File: config.mk
export PLATFORM = sky130hd
export DESIGN_NAME = bgpd_decoder
export DESIGN_NICKNAME = d
export VERILOG_FILES = /design/src/rtl/bgpd_pkg.sv /design/src/rtl/bgpd_phase_if.sv /design/src/rtl/bgpd_dead_time.sv /design/src/rtl/bgpd_decoder.sv
export SDC_FILE = /design/constraint.sdc
export NUM_CORES = 1
export LEC_CHECK = 0
export BUFFER_PORTS_ARGS = -buffer_cell sky130_fd_sc_hd__buf_4
export CAP_MARGIN = 40
export CELL_PAD_IN_SITES_DETAIL_PLACEMENT = 0
export CELL_PAD_IN_SITES_GLOBAL_PLACEMENT = 1
export CORE_MARGIN = 1.5
export CORE_UTILIZATION = 39
export DETAILED_ROUTE_END_ITERATION = 10
export HOLD_SLACK_MARGIN = 0.05
export PLACE_DENSITY = 0.78
export SLEW_MARGIN = 20
export SYNTH_ARGS = -nofsm -noshare
export SYNTH_HDL_FRONTEND = slang
export SYNTH_SLANG_ARGS = --single-unit
File: constraint.sdc
create_clock -name clock -period 2 [get_ports clock]
set_input_delay 0.1 -clock clock [delete_from_list [all_inputs] [get_ports clock]]
set_output_delay 0.1 -clock clock [all_outputs]
set_load 0.1 [all_outputs]
File: src/rtl/bgpd_pkg.sv
// Shared constants and types for the gate PWM input decoder.
// Assumes a single 100 MHz clock and a synchronous active-high reset.
package bgpd_pkg;

  // ==========================================================================
  // Timing
  localparam int CLK_PERIOD_NS = 10;
  localparam int DEAD_TIME_NS  = 50;
  // Least time: round up to whole cycles, never below one
  localparam int DEAD_CYCLES_RAW = (DEAD_TIME_NS + CLK_PERIOD_NS - 1) / CLK_PERIOD_NS;
  localparam int DEAD_CYCLES     = (DEAD_CYCLES_RAW < 1) ? 1 : DEAD_CYCLES_RAW;
  localparam int CNT_W           = 4;
  localparam logic [CNT_W-1:0] DEAD_LOAD = CNT_W'(DEAD_CYCLES - 1);
  localparam logic [CNT_W-1:0] CNT_ZERO  = 4'h0;

  // ==========================================================================
  // Drive schemes
  typedef enum logic [1:0] {
    MODE_SIX    = 2'h0,
    MODE_THREE  = 2'h1,
    MODE_SINGLE = 2'h2,
    MODE_INDEP  = 2'h3
  } bgpd_mode_t;

  // ==========================================================================
  // Commutation state codes {stateBitA, stateBitB, stateBitC}, forward direction
  localparam logic [2:0] CODE_STOP  = 3'h0;
  localparam logic [2:0] CODE_ALIGN = 3'h7;
  localparam logic [2:0] CODE_S1    = 3'h6;
  localparam logic [2:0] CODE_S2    = 3'h4;
  localparam logic [2:0] CODE_S3    = 3'h5;
  localparam logic [2:0] CODE_S4    = 3'h1;
  localparam logic [2:0] CODE_S5    = 3'h3;
  localparam logic [2:0] CODE_S6    = 3'h2;
  // Phase masks: bit0 = A, bit1 = B, bit2 = C
  localparam logic [2:0] PH_NONE = 3'h0;
  localparam logic [2:0] PH_A    = 3'h1;
  localparam logic [2:0] PH_B    = 3'h2;
  localparam logic [2:0] PH_C    = 3'h4;

  // ==========================================================================
  // Register map
  localparam int          ADDR_W      = 8;
  localparam int          DATA_W      = 32;
  localparam logic [7:0]  CTRL_ADDR   = 8'h00;
  localparam logic [7:0]  STATUS_ADDR = 8'h04;
  localparam int          CTRL_MODE_LSB  = 0;
  localparam int          CTRL_FREEWHEEL = 2;
  localparam int          CTRL_USE_STRAP = 3;
  localparam logic [1:0]  CTRL_MODE_RST  = 2'h0;
  localparam logic        CTRL_FW_RST    = 1'b0;
  localparam logic        CTRL_STRAP_RST = 1'b1;
  localparam int          ST_MODE_LSB    = 0;
  localparam int          ST_FREEWHEEL   = 2;
  localparam int          ST_CODE_LSB    = 3;
  localparam int          ST_DIR         = 6;
  localparam int          ST_BRAKE_N     = 7;
  localparam int          ST_HI_LSB      = 8;
  localparam int          ST_LO_LSB      = 11;
  localparam logic [31:0] DATA_ZERO      = 32'h0;

endpackage
File: src/rtl/bgpd_phase_if.sv
// Per-phase carrier between the decoder and its dead-time stage.
// Assumes both ends share one clock.
`timescale 1ns/1ps
`default_nettype none
interface bgpd_phase_if;
  logic reqHigh;
  logic reqLow;
  logic bypass;
  logic gateHigh;
  logic gateLow;

  modport source (output reqHigh, output reqLow, output bypass,
                  input gateHigh, input gateLow);
  modport driver (input reqHigh, input reqLow, input bypass,
                  output gateHigh, output gateLow);
endinterface
`default_nettype wire

File: src/rtl/bgpd_dead_time.sv
// Dead-time stage for one half-bridge: turns requests into gate commands.
// Assumes requests are registered in the same clock domain.
`timescale 1ns/1ps
`default_nettype none
module bgpd_dead_time (
  input  wire logic       clock,
  input  wire logic       srst,
  bgpd_phase_if.driver    ph
);

  typedef enum logic [3:0] {
    ST_OFF  = 4'h1,
    ST_HIGH = 4'h2,
    ST_LOW  = 4'h4,
    ST_DEAD = 4'h8
  } bgpd_dt_state_t;

  bgpd_dt_state_t              state_r, state_nxt;
  logic [bgpd_pkg::CNT_W-1:0]  cnt_r, cnt_nxt;
  logic                        hi_r, hi_nxt;
  logic                        lo_r, lo_nxt;

  // ==========================================================================
  // Next state
  always_comb begin
    state_nxt = state_r;
    cnt_nxt   = cnt_r;
    hi_nxt    = 1'b0;
    lo_nxt    = 1'b0;
    if (ph.bypass) begin
      // Gates follow requests; leaving bypass always passes a full gap
      hi_nxt    = ph.reqHigh;
      lo_nxt    = ph.reqLow;
      state_nxt = ST_DEAD;
      cnt_nxt   = bgpd_pkg::DEAD_LOAD;
    end else begin
      case (state_r)
        ST_OFF: begin
          if (ph.reqHigh && !ph.reqLow) begin
            state_nxt = ST_HIGH;
          end else if (ph.reqLow && !ph.reqHigh) begin
            state_nxt = ST_LOW;
          end
        end
        ST_HIGH: begin
          if (!ph.reqHigh || ph.reqLow) begin
            state_nxt = ST_DEAD;
            cnt_nxt   = bgpd_pkg::DEAD_LOAD;
          end
        end
        ST_LOW: begin
          if (!ph.reqLow || ph.reqHigh) begin
            state_nxt = ST_DEAD;
            cnt_nxt   = bgpd_pkg::DEAD_LOAD;
          end
        end
        ST_DEAD: begin
          if (cnt_r == bgpd_pkg::CNT_ZERO) begin
            state_nxt = ST_OFF;
          end else begin
            cnt_nxt = cnt_r - 1'b1;
          end
        end
        default: begin
          state_nxt = ST_DEAD;
          cnt_nxt   = bgpd_pkg::DEAD_LOAD;
        end
      endcase
      hi_nxt = (state_nxt == ST_HIGH); // [RULE12]
      lo_nxt = (state_nxt == ST_LOW);  // [RULE12]
    end
  end

  always_ff @(posedge clock) begin
    if (srst) begin
      state_r <= ST_DEAD;
      cnt_r   <= bgpd_pkg::DEAD_LOAD;
      hi_r    <= 1'b0;
      lo_r    <= 1'b0;
    end else begin
      state_r <= state_nxt;
      cnt_r   <= cnt_nxt;
      hi_r    <= hi_nxt;
      lo_r    <= lo_nxt;
    end
  end

  assign ph.gateHigh = hi_r;
  assign ph.gateLow  = lo_r;
endmodule
`default_nettype wire

File: src/rtl/bgpd_decoder.sv
// Gate PWM input decoder: six-, three-, single- and independent-input schemes.
// Assumes inputs synchronous to clock; registers reached over a plain port.
`timescale 1ns/1ps
`default_nettype none

// How it works
// (RULE1) Six-input mode: equal inputs give both gates off, else the one set.
// (RULE2) Three-input mode: low input 0 turns phase off; high input picks gate.
// (RULE3) Controller clears all inputs before changing the drive scheme.
// (RULE4) Single-PWM mode takes the waveform only from the phase-A high input.
// (RULE5) Single-PWM mode reads three state bits from A-low, B-high, B-low.
// (RULE6) Single-PWM mode picks gate patterns from an internal six-step table.
// (RULE7) Direction input high inverts each state code of the table.
// (RULE8) Code 000 stops all gates; code 111 aligns with PWM on phase A.
// (RULE9) Source phase gets PWM and complement, sink low on, third phase off.
// (RULE10) Brake input low turns all high gates off and all low gates on.
// (RULE11) Single-PWM mode is synchronous by default, asynchronous by register bit.
// (RULE12) Dead time always separates the two gates of a phase; the code bypasses it in independent mode.
// (RULE13) Controller ties low inputs high when phase float is unused.
// (RULE14) Controller ties direction low and brake high when unused.
// (RULE15) Independent mode passes each input straight to its gate.
// (RULE16) Asynchronous freewheel holds the PWM phase low gate off.
// (RULE17) Every input passes a two-stage synchroniser before decoding.
module bgpd_decoder (
  input  wire logic        clock,
  input  wire logic        srst,
  input  wire logic [2:0]  phaseHighInput,
  input  wire logic [2:0]  phaseLowInput,
  input  wire logic [1:0]  modeStrap,
  input  wire logic [7:0]  regAddr,
  input  wire logic [31:0] regWdata,
  input  wire logic        regWrite,
  input  wire logic        regRead,
  output logic [31:0]      regRdata,
  output logic [2:0]       phaseHighGate,
  output logic [2:0]       phaseLowGate
);

  // ==========================================================================
  // Decode functions
  function automatic logic [1:0] pair_decode(input bgpd_pkg::bgpd_mode_t mode,
                                             input logic hi, input logic lo);
    logic [1:0] res;
    res = 2'h0;
    case (mode)
      bgpd_pkg::MODE_SIX:   res = {hi & ~lo, lo & ~hi};        // [RULE1]
      bgpd_pkg::MODE_THREE: res = lo ? {hi, ~hi} : 2'h0;       // [RULE2]
      bgpd_pkg::MODE_INDEP: res = {hi, lo};                    // [RULE15]
      default:              res = 2'h0;
    endcase
    return res;
  endfunction

  // Returns {high[2:0], low[2:0]} for the single-PWM scheme
  function automatic logic [5:0] single_decode(input logic [2:0] code, input logic dir,
                                               input logic pwm, input logic async);
    logic [2:0] src;
    logic [2:0] sink;
    logic [2:0] fwd;
    src  = bgpd_pkg::PH_NONE;
    sink = bgpd_pkg::PH_NONE;
    fwd  = code ^ {3{dir}};                                    // [RULE7]
    if (code == bgpd_pkg::CODE_STOP) begin                     // [RULE8]
      src  = bgpd_pkg::PH_NONE;
      sink = bgpd_pkg::PH_NONE;
    end else if (code == bgpd_pkg::CODE_ALIGN) begin           // [RULE8]
      src  = bgpd_pkg::PH_A;
      sink = bgpd_pkg::PH_B | bgpd_pkg::PH_C;
    end else begin
      case (fwd)                                               // [RULE6] [RULE9]
        bgpd_pkg::CODE_S1: begin src = bgpd_pkg::PH_B; sink = bgpd_pkg::PH_C; end
        bgpd_pkg::CODE_S2: begin src = bgpd_pkg::PH_A; sink = bgpd_pkg::PH_C; end
        bgpd_pkg::CODE_S3: begin src = bgpd_pkg::PH_A; sink = bgpd_pkg::PH_B; end
        bgpd_pkg::CODE_S4: begin src = bgpd_pkg::PH_C; sink = bgpd_pkg::PH_B; end
        bgpd_pkg::CODE_S5: begin src = bgpd_pkg::PH_C; sink = bgpd_pkg::PH_A; end
        bgpd_pkg::CODE_S6: begin src = bgpd_pkg::PH_B; sink = bgpd_pkg::PH_A; end
        default:           begin src = bgpd_pkg::PH_NONE; sink = bgpd_pkg::PH_NONE; end
      endcase
    end
    // Complement on the source low gate only when rectifying synchronously
    return {src & {3{pwm}}, (src & {3{~pwm & ~async}}) | sink}; // [RULE11] [RULE16]
  endfunction

  // ==========================================================================
  // Input synchroniser
  logic [5:0] syncA_r, syncA_nxt;
  logic [5:0] syncB_r, syncB_nxt;

  always_comb begin
    syncA_nxt = {phaseLowInput, phaseHighInput};
    syncB_nxt = syncA_r;
  end

  always_ff @(posedge clock) begin
    if (srst) begin
      syncA_r <= 6'h0;
      syncB_r <= 6'h0;
    end else begin
      syncA_r <= syncA_nxt; // [RULE17]
      syncB_r <= syncB_nxt; // [RULE17]
    end
  end

  logic [2:0] hiIn;
  logic [2:0] loIn;
  logic       singlePwm;
  logic [2:0] stateCode;
  logic       directionIn;
  logic       brakeInputN;

  assign hiIn        = syncB_r[2:0];
  assign loIn        = syncB_r[5:3];
  assign singlePwm   = hiIn[0];                      // [RULE4]
  assign stateCode   = {loIn[0], hiIn[1], loIn[1]};  // [RULE5]
  assign directionIn = hiIn[2];
  assign brakeInputN = loIn[2];

  // ==========================================================================
  // Control registers and strap capture
  logic [1:0] ctrlMode_r, ctrlMode_nxt;
  logic       freewheelSelect_r, freewheelSelect_nxt;
  logic       useStrap_r, useStrap_nxt;
  logic [1:0] strapMode_r, strapMode_nxt;
  logic       strapTaken_r, strapTaken_nxt;
  logic [31:0] rdata_r, rdata_nxt;
  logic [2:0]  reqHigh_r, reqHigh_nxt;
  logic [2:0]  reqLow_r, reqLow_nxt;
  logic [2:0]  gateHigh;
  logic [2:0]  gateLow;
  bgpd_pkg::bgpd_mode_t mode;

  assign mode = bgpd_pkg::bgpd_mode_t'(useStrap_r ? strapMode_r : ctrlMode_r);

  always_comb begin
    ctrlMode_nxt        = ctrlMode_r;
    freewheelSelect_nxt = freewheelSelect_r;
    useStrap_nxt        = useStrap_r;
    strapMode_nxt       = strapMode_r;
    strapTaken_nxt      = 1'b1;
    rdata_nxt           = bgpd_pkg::DATA_ZERO;
    if (!strapTaken_r) begin
      strapMode_nxt = modeStrap;
    end
    if (regWrite && regAddr == bgpd_pkg::CTRL_ADDR) begin
      ctrlMode_nxt        = regWdata[bgpd_pkg::CTRL_MODE_LSB +: 2];
      freewheelSelect_nxt = regWdata[bgpd_pkg::CTRL_FREEWHEEL];
      useStrap_nxt        = regWdata[bgpd_pkg::CTRL_USE_STRAP];
    end
    if (regRead) begin
      case (regAddr)
        bgpd_pkg::CTRL_ADDR: begin
          rdata_nxt[bgpd_pkg::CTRL_MODE_LSB +: 2] = ctrlMode_r;
          rdata_nxt[bgpd_pkg::CTRL_FREEWHEEL]     = freewheelSelect_r;
          rdata_nxt[bgpd_pkg::CTRL_USE_STRAP]     = useStrap_r;
        end
        bgpd_pkg::STATUS_ADDR: begin
          rdata_nxt[bgpd_pkg::ST_MODE_LSB +: 2] = mode;
          rdata_nxt[bgpd_pkg::ST_FREEWHEEL]     = freewheelSelect_r;
          rdata_nxt[bgpd_pkg::ST_CODE_LSB +: 3] = stateCode;
          rdata_nxt[bgpd_pkg::ST_DIR]           = directionIn;
          rdata_nxt[bgpd_pkg::ST_BRAKE_N]       = brakeInputN;
          rdata_nxt[bgpd_pkg::ST_HI_LSB +: 3]   = gateHigh;
          rdata_nxt[bgpd_pkg::ST_LO_LSB +: 3]   = gateLow;
        end
        default: rdata_nxt = bgpd_pkg::DATA_ZERO;
      endcase
    end
  end

  always_ff @(posedge clock) begin
    if (srst) begin
      ctrlMode_r        <= bgpd_pkg::CTRL_MODE_RST;
      freewheelSelect_r <= bgpd_pkg::CTRL_FW_RST;  // [RULE11]
      useStrap_r        <= bgpd_pkg::CTRL_STRAP_RST;
      strapMode_r       <= bgpd_pkg::CTRL_MODE_RST;
      strapTaken_r      <= 1'b0;
      rdata_r           <= bgpd_pkg::DATA_ZERO;
    end else begin
      ctrlMode_r        <= ctrlMode_nxt;
      freewheelSelect_r <= freewheelSelect_nxt;
      useStrap_r        <= useStrap_nxt;
      strapMode_r       <= strapMode_nxt;
      strapTaken_r      <= strapTaken_nxt;
      rdata_r           <= rdata_nxt;
    end
  end

  assign regRdata = rdata_r;

  // ==========================================================================
  // Gate requests
  always_comb begin
    logic [1:0] pr;
    logic [5:0] sp;
    pr          = 2'h0;
    sp          = single_decode(stateCode, directionIn, singlePwm, freewheelSelect_r);
    reqHigh_nxt = 3'h0;
    reqLow_nxt  = 3'h0;
    if (mode == bgpd_pkg::MODE_SINGLE) begin
      if (!brakeInputN) begin                          // [RULE10]
        reqHigh_nxt = 3'h0;
        reqLow_nxt  = 3'h7;
      end else begin
        reqHigh_nxt = sp[5:3];
        reqLow_nxt  = sp[2:0];
      end
    end else begin
      for (int i = 0; i < 3; i++) begin
        pr             = pair_decode(mode, hiIn[i], loIn[i]);
        reqHigh_nxt[i] = pr[1];
        reqLow_nxt[i]  = pr[0];
      end
    end
  end

  always_ff @(posedge clock) begin
    if (srst) begin
      reqHigh_r <= 3'h0;
      reqLow_r  <= 3'h0;
    end else begin
      reqHigh_r <= reqHigh_nxt;
      reqLow_r  <= reqLow_nxt;
    end
  end

  // ==========================================================================
  // Dead-time stages
  for (genvar g = 0; g < 3; g++) begin : g_phase
    bgpd_phase_if phIf ();
    assign phIf.reqHigh = reqHigh_r[g];
    assign phIf.reqLow  = reqLow_r[g];
    assign phIf.bypass  = (mode == bgpd_pkg::MODE_INDEP); // [RULE15]
    assign gateHigh[g]  = phIf.gateHigh;
    assign gateLow[g]   = phIf.gateLow;
    bgpd_dead_time u_dead ( // [RULE12]
      .clock (clock),
      .srst  (srst),
      .ph    (phIf.driver)
    );
  end

  assign phaseHighGate = gateHigh;
  assign phaseLowGate  = gateLow;
endmodule
`default_nettype wire

==> results of run 1 <==
## final timing paths
check / endpoint / slack (ns) / cells after the start
worst min register to register: syncB_r[2] / 0.44 / 1
worst max register to register: reqHigh_r[2] / 0.23 / 4
worst max-delay path: reqHigh_r[2] / 0.23 / 4
worst min-delay path: freewheelSelect_r / 0.13 / 2
## routing by layer
layer / global-route usage (%) / up-vias / routed length (µm)
li1: - / 1339 / -
met1: 19.5 / 1219 / 3060
met2: 24.6 / 61 / 3030
met3: 3.32 / 8 / 264
met4: 6.84 / 0 / 91
met5: 0 / - / 0
## final cells by class
type	instances	area [µm²]
multi-input cells	253	1610
repair buffers	62	498
fillers	793	4250
well taps	105	131
clock buffers	10	138
flip-flops and latches	69	1380
inverters	15	56.3
clock inverters	6	62.6
## Yosys cell counts (2+ instances only)
library cell	number	share of area, %
a211oi_1	3	0.70
o21ai_0	9	1.4
mux2_2	4	1.4
dfxtp_1	69	43
or4_1	3	0.70
a2111oi_0	2	0.54
or3_1	5	0.97
o221ai_1	2	0.54
a21o_1	4	0.93
mux2i_1	10	3.1
a31o_2	4	1.1
nand4bb_1	3	1.0
nor3_1	10	1.5
clkbuf_1	7	0.81
nor4_1	7	1.4
nand2_1	24	2.8
buf_4	26	6.0
buf_2	3	0.46
nand4_1	6	1.2
inv_1	15	1.7
o31ai_1	3	0.70
nand3_1	6	0.93
nor2_1	19	2.2
and2_1	14	2.7
ha_1	3	1.2
a21oi_1	21	3.2
nor3b_1	4	0.93
nand2b_1	4	0.77
or3b_1	2	0.54
nor4bb_1	2	0.62
nand3b_1	7	1.6
a311oi_1	4	1.1
nor2b_1	17	3.3
xnor2_1	8	2.2
## stage by stage
step | hold slack (ns) | area [µm²] | instances
after floorplan | 0.196 | 3300 | 375
after global placement | 0.309 | 3550 | 491
after detailed placement | 0.315 | 3550 | 491
after CTS | 0.112 | 3880 | 520
after global routing | 0.125 | 3880 | 520
final | 0.127 | 3880 | 520
## power breakdown
part           total [mW]  internal [mW]  switching [mW]
clock network        1.14          0.605           0.535
logic               0.876          0.389           0.487
registers            1.66           1.52           0.141
total                3.68           2.51            1.16
## state kept, by name, indices dropped and copies added (netlist names)
signal                      cells
g_phase.u_dead.ph.gateHigh      3
useStrap_r                      1
ctrlMode_r                      2
regRdata                       14
syncA_r                         6
g_phase.u_dead.state_r         12
freewheelSelect_r               1
reqLow_r                        3
syncB_r                         6
reqHigh_r                       3
strapTaken_r                    1
g_phase.u_dead.ph.gateLow       3
strapMode_r                     2
g_phase.u_dead.cnt_r           12
## critical path, cell delays in order, from the launching register on
cell and delay, ns:
dfxtp_1 0.53, mux2_2 0.43, and2_0 0.16, a2111oi_0 0.39
o32ai_1 0.13
## cell families after synthesis
family,after synthesis,share of synthesized area [%]
simple gates,142,25.5
mux,14,4.48
buf+inv,53,9.54
other cells,1,0.116
fa+ha+maj,3,1.16
flops,69,42.6
compound gates,67,14.1
xor+xnor,9,2.43
## timing repair
item | CTS | global route
setup endpoints to repair | 0 | 0
hold endpoints to repair | 15 | 0
hold buffers | 13 | 0
==> impl_metrics.toml, run 1 <==
[status]
outcome = "finished clean"

[drt]
routed_wl_um = 6440
wl_per_cell_um = 12.4
num_vias = 2627
drtIter0Drc = 105
ant_nets = 0
drcViolationCount = 0
first_pass_iters = 4
vias_per_cell = 5.05

[placement]
io_buffers = 43
place_ws_ns = 0.269
dpl.hpwl_um = 4390
gp_congestion = 0.830

[sta]
slew_headroom_pct = 65.2
setup_viol = 0
fin_ws_ns = 0.226
setup_tns_ns = 0
max_freq_mhz = 564
post-route-min-period_ns = 1.77
worst_pin_slew_ns = 0.516
clock_skew_ns = 0.0116
drv_slew = 0
finalCritPeriodShare_pct = 88.7
rsz0062_at_grt = "no"
hold_viol_final = 0

[floorplan]
die_width_um = 94.1
fp.coreArea_um2 = 8130
die-height_um = 94.1
rows = 33
start_util_pct = 39.8
ioPinCount = 90
dieArea_um2 = 8860

[clock_network]
clockBufferDepth = 2
clk_root_buffer_cell = "clkbuf_8"
cts_tree = "yes"
cts_buffers = 9
cts_resized = 0
htree_levels = 3
cts.sinks = 69
clkTransAtPathRegs_ns = 0.08
clock_latency_ns = 0.34
postCtsSetupBuffers = 0

[worst_hold_path]
min_from = "srst"
hold_path_class = "in2reg"

[worst_setup_path]
worst-setup-path-type = "reg2reg"
startpoint_type = "register"
crit_path_start = "useStrap_r"
cp.required_ns = 2.22
endpoint_kind = "register"
cp.arrival_ns = 1.99
critPathMaxFanout = 10
r2r-start = "useStrap_r"

[grt]
gr-total-overflow = 0
grt_pass1_wl_um = 10500
antenna_found_initial = 0
grt_start_max_net_pins = 30
grt_pass1_vias = 2243
grt_use_total_pct = 15.3

[final_layout]
num_antenna_cells = 0
post_route_cells_drive_above_1_share_pct = 19.3
final_util_pct = 47.7
nets = 465
layout_common_cells = "dfxtp_1 (69), buf_4 (49), nand2_1 (24)"
syn_to_final_growth_pct = 19.8
layout_commonest_cell = "dfxtp_1"

[logic_synthesis]
synth_flop_cell = "dfxtp_1"
seq_area_frac_synth_pct = 42.6
synthesis.area_um2 = 3240
synth-edff-count = 0
synthArstFlopShare_pct = 0
netlist-cell-type-count = 62
synth_seq_cells = 69
avgSynthCellArea_um2 = 9.05
netlist_instances = 358
yosys_warnings = 0

[power]
p_total_mw = 3.68
p_per_area_nw_per_um2 = 947
p_leak_nw = 1.57
ir_worst_vdd_mv = 0.413

[job]
cap_violations = 0
No activity file was read; power rests on OpenSTA's default activity.
==> run 2, diff against run 1 <==
- CAP_MARGIN: 40 -> 10
- CELL_PAD_IN_SITES_DETAIL_PLACEMENT: 0 -> 1
==> run 2 against run 1 <==
  * Worst setup slack worse by 0.068 ns
  * Non-clock buffer count stayed put
  * Register-to-register slack lost 0.07 ns
  * Combinational power grew 2%
  * Wire length is 17% higher
  * Via count increased by 2.1%
  * Power is 5.8% higher
  * Highest routed layer unchanged
==> impl_metrics.toml, run 2 (synthesis results as in run 1) <==
[clock_network]
htree_levels = 3
clock_latency_ns = 0.36
cts_tree = "yes"
clockBufferDepth = 2
clkTransAtPathRegs_ns = 0.09
cts.sinks = 69
cts_resized = 0
clk_root_buffer_cell = "clkbuf_8"
cts_buffers = 9

[final_layout]
post_route_cells_drive_above_1_share_pct = 19.3
largest_reg_flops = 14
nFillCells = 953
final_cell_area_um2 = 3910
nets = 465
num_antenna_cells = 0
layout_commonest_cell = "dfxtp_1"
layout_common_cells = "dfxtp_1 (69), buf_4 (49), nand2_1 (24)"
syn_to_final_growth_pct = 20.8

[drt]
drcViolationCount = 0
wl_per_cell_um = 14.5
vias_per_cell = 5.16
routed_wl_um = 7550
num_vias = 2682
first_pass_iters = 4
ant_nets = 0
drtIter0Drc = 105

[sta]
drv_slew = 0
holdWs_ns = 0.112
setup_tns_ns = 0
rsz0062_at_grt = "no"
hold_viol_final = 0
post-route-min-period_ns = 1.84
slew_headroom_pct = 64.7
clock_skew_ns = 0.0160
setup_viol = 0
worst_pin_slew_ns = 0.525
finalCritPeriodShare_pct = 92.1
max_freq_mhz = 543

[grt]
antenna_found_initial = 0
grt_start_max_net_pins = 30
grt_pass1_wl_um = 12900
grt_pass1_vias = 2734
gr-total-overflow = 0
grt_use_total_pct = 18.8

[power]
p_leak_nw = 1.58
ir_worst_vdd_mv = 0.354
p_per_area_nw_per_um2 = 994

[floorplan]
rows = 33
die_width_um = 94.1
start_util_pct = 39.8
ioPinCount = 90
dieArea_um2 = 8860
die-height_um = 94.1
fp.coreArea_um2 = 8130

[worst_setup_path]
cp.arrival_ns = 2.07
cpLargestDelayFamily = "compound AO/OA/AOI/OAI gates"
worst-path-buf-inv = 0
startpoint_type = "register"
crit_path_top_delay_cell = "dfxtp_1"
max_stage_delay_ns = 0.55
crit_path_cell_trace = "mux2_2 -> and2_0 -> a2111oi_0 -> o32ai_1"
endpoint_kind = "register"
worst-setup-path-type = "reg2reg"
cp.required_ns = 2.23
critPathMaxFanout = 10

[worst_hold_path]
hold_path_class = "in2reg"

[job]
cap_violations = 0

[placement]
dpl-instance-area_um2 = 3550
dpl.hpwl_um = 5230
io_buffers = 43
gp_congestion = 0.830

[status]
outcome = "finished clean"
## run 2: final cells by class
type	instances	area, µm²	share of cell area, %
flip-flops and latches	69	1380	35.3
repair buffers	62	498	12.7
clock inverters	5	82.6	2.11
multi-input cells	253	1610	41.2
clock buffers	11	151	3.87
well taps	105	131	3.36
inverters	15	56.3	1.44
## run 2: power by group
group,leakage (nW),internal [mW],total (mW),switching (mW)
registers,0.563,1.52,1.67,0.149
clock network,0.108,0.770,1.33,0.557
logic,0.912,0.390,0.896,0.506
## run 2: routing by layer
metal	global-route usage [%]	share of wire, %	vias up
li1	-	-	1330
met1	22.4	46	1291
met2	32.3	49	52
met3	4.61	3.4	9
met4	7.34	1.6	0
met5	0	0	-
## run 2: worst paths after layout
path / slack [ns] / cells after the start / from / endpoint
setup / recovery: 0.16 / 4 / useStrap_r / reqHigh_r[2]
hold / removal: 0.11 / 2 / srst / ctrlMode_r[1]
setup reg to reg: 0.16 / 4 / useStrap_r / reqHigh_r[2]
hold reg to reg: 0.44 / 1 / syncA_r[1] / syncB_r[1]
## run 2: worst reg2reg max path, delay by kind of cell, from the launching register on
kind | cells | cell delay (ns)
multiplexers | 1 | 0.44
flip-flops | 1 | 0.55
AND/OR/NAND/NOR | 1 | 0.16
AO/OA/AOI/OAI | 2 | 0.57
## run 2: timing repair
item                      CTS  global route
buffers inserted            0             0
hold endpoints to repair   15             0
hold buffers               13             0
## run 2: metrics by stage
stage / cells / total power [mW] / setup WS, ns / util (%)
2_1_floorplan: 375 / 2.42 / 0.400 / -
3_3_place_gp: 491 / 2.52 / 0.311 / 43.6
3_5_place_dp: 491 / 2.57 / 0.214 / 43.6
4_1_cts: 520 / 3.92 / 0.190 / 48.1
5_1_grt: 520 / 4.12 / 0.0763 / 48.1
6_report: 520 / 3.89 / 0.159 / 48.1
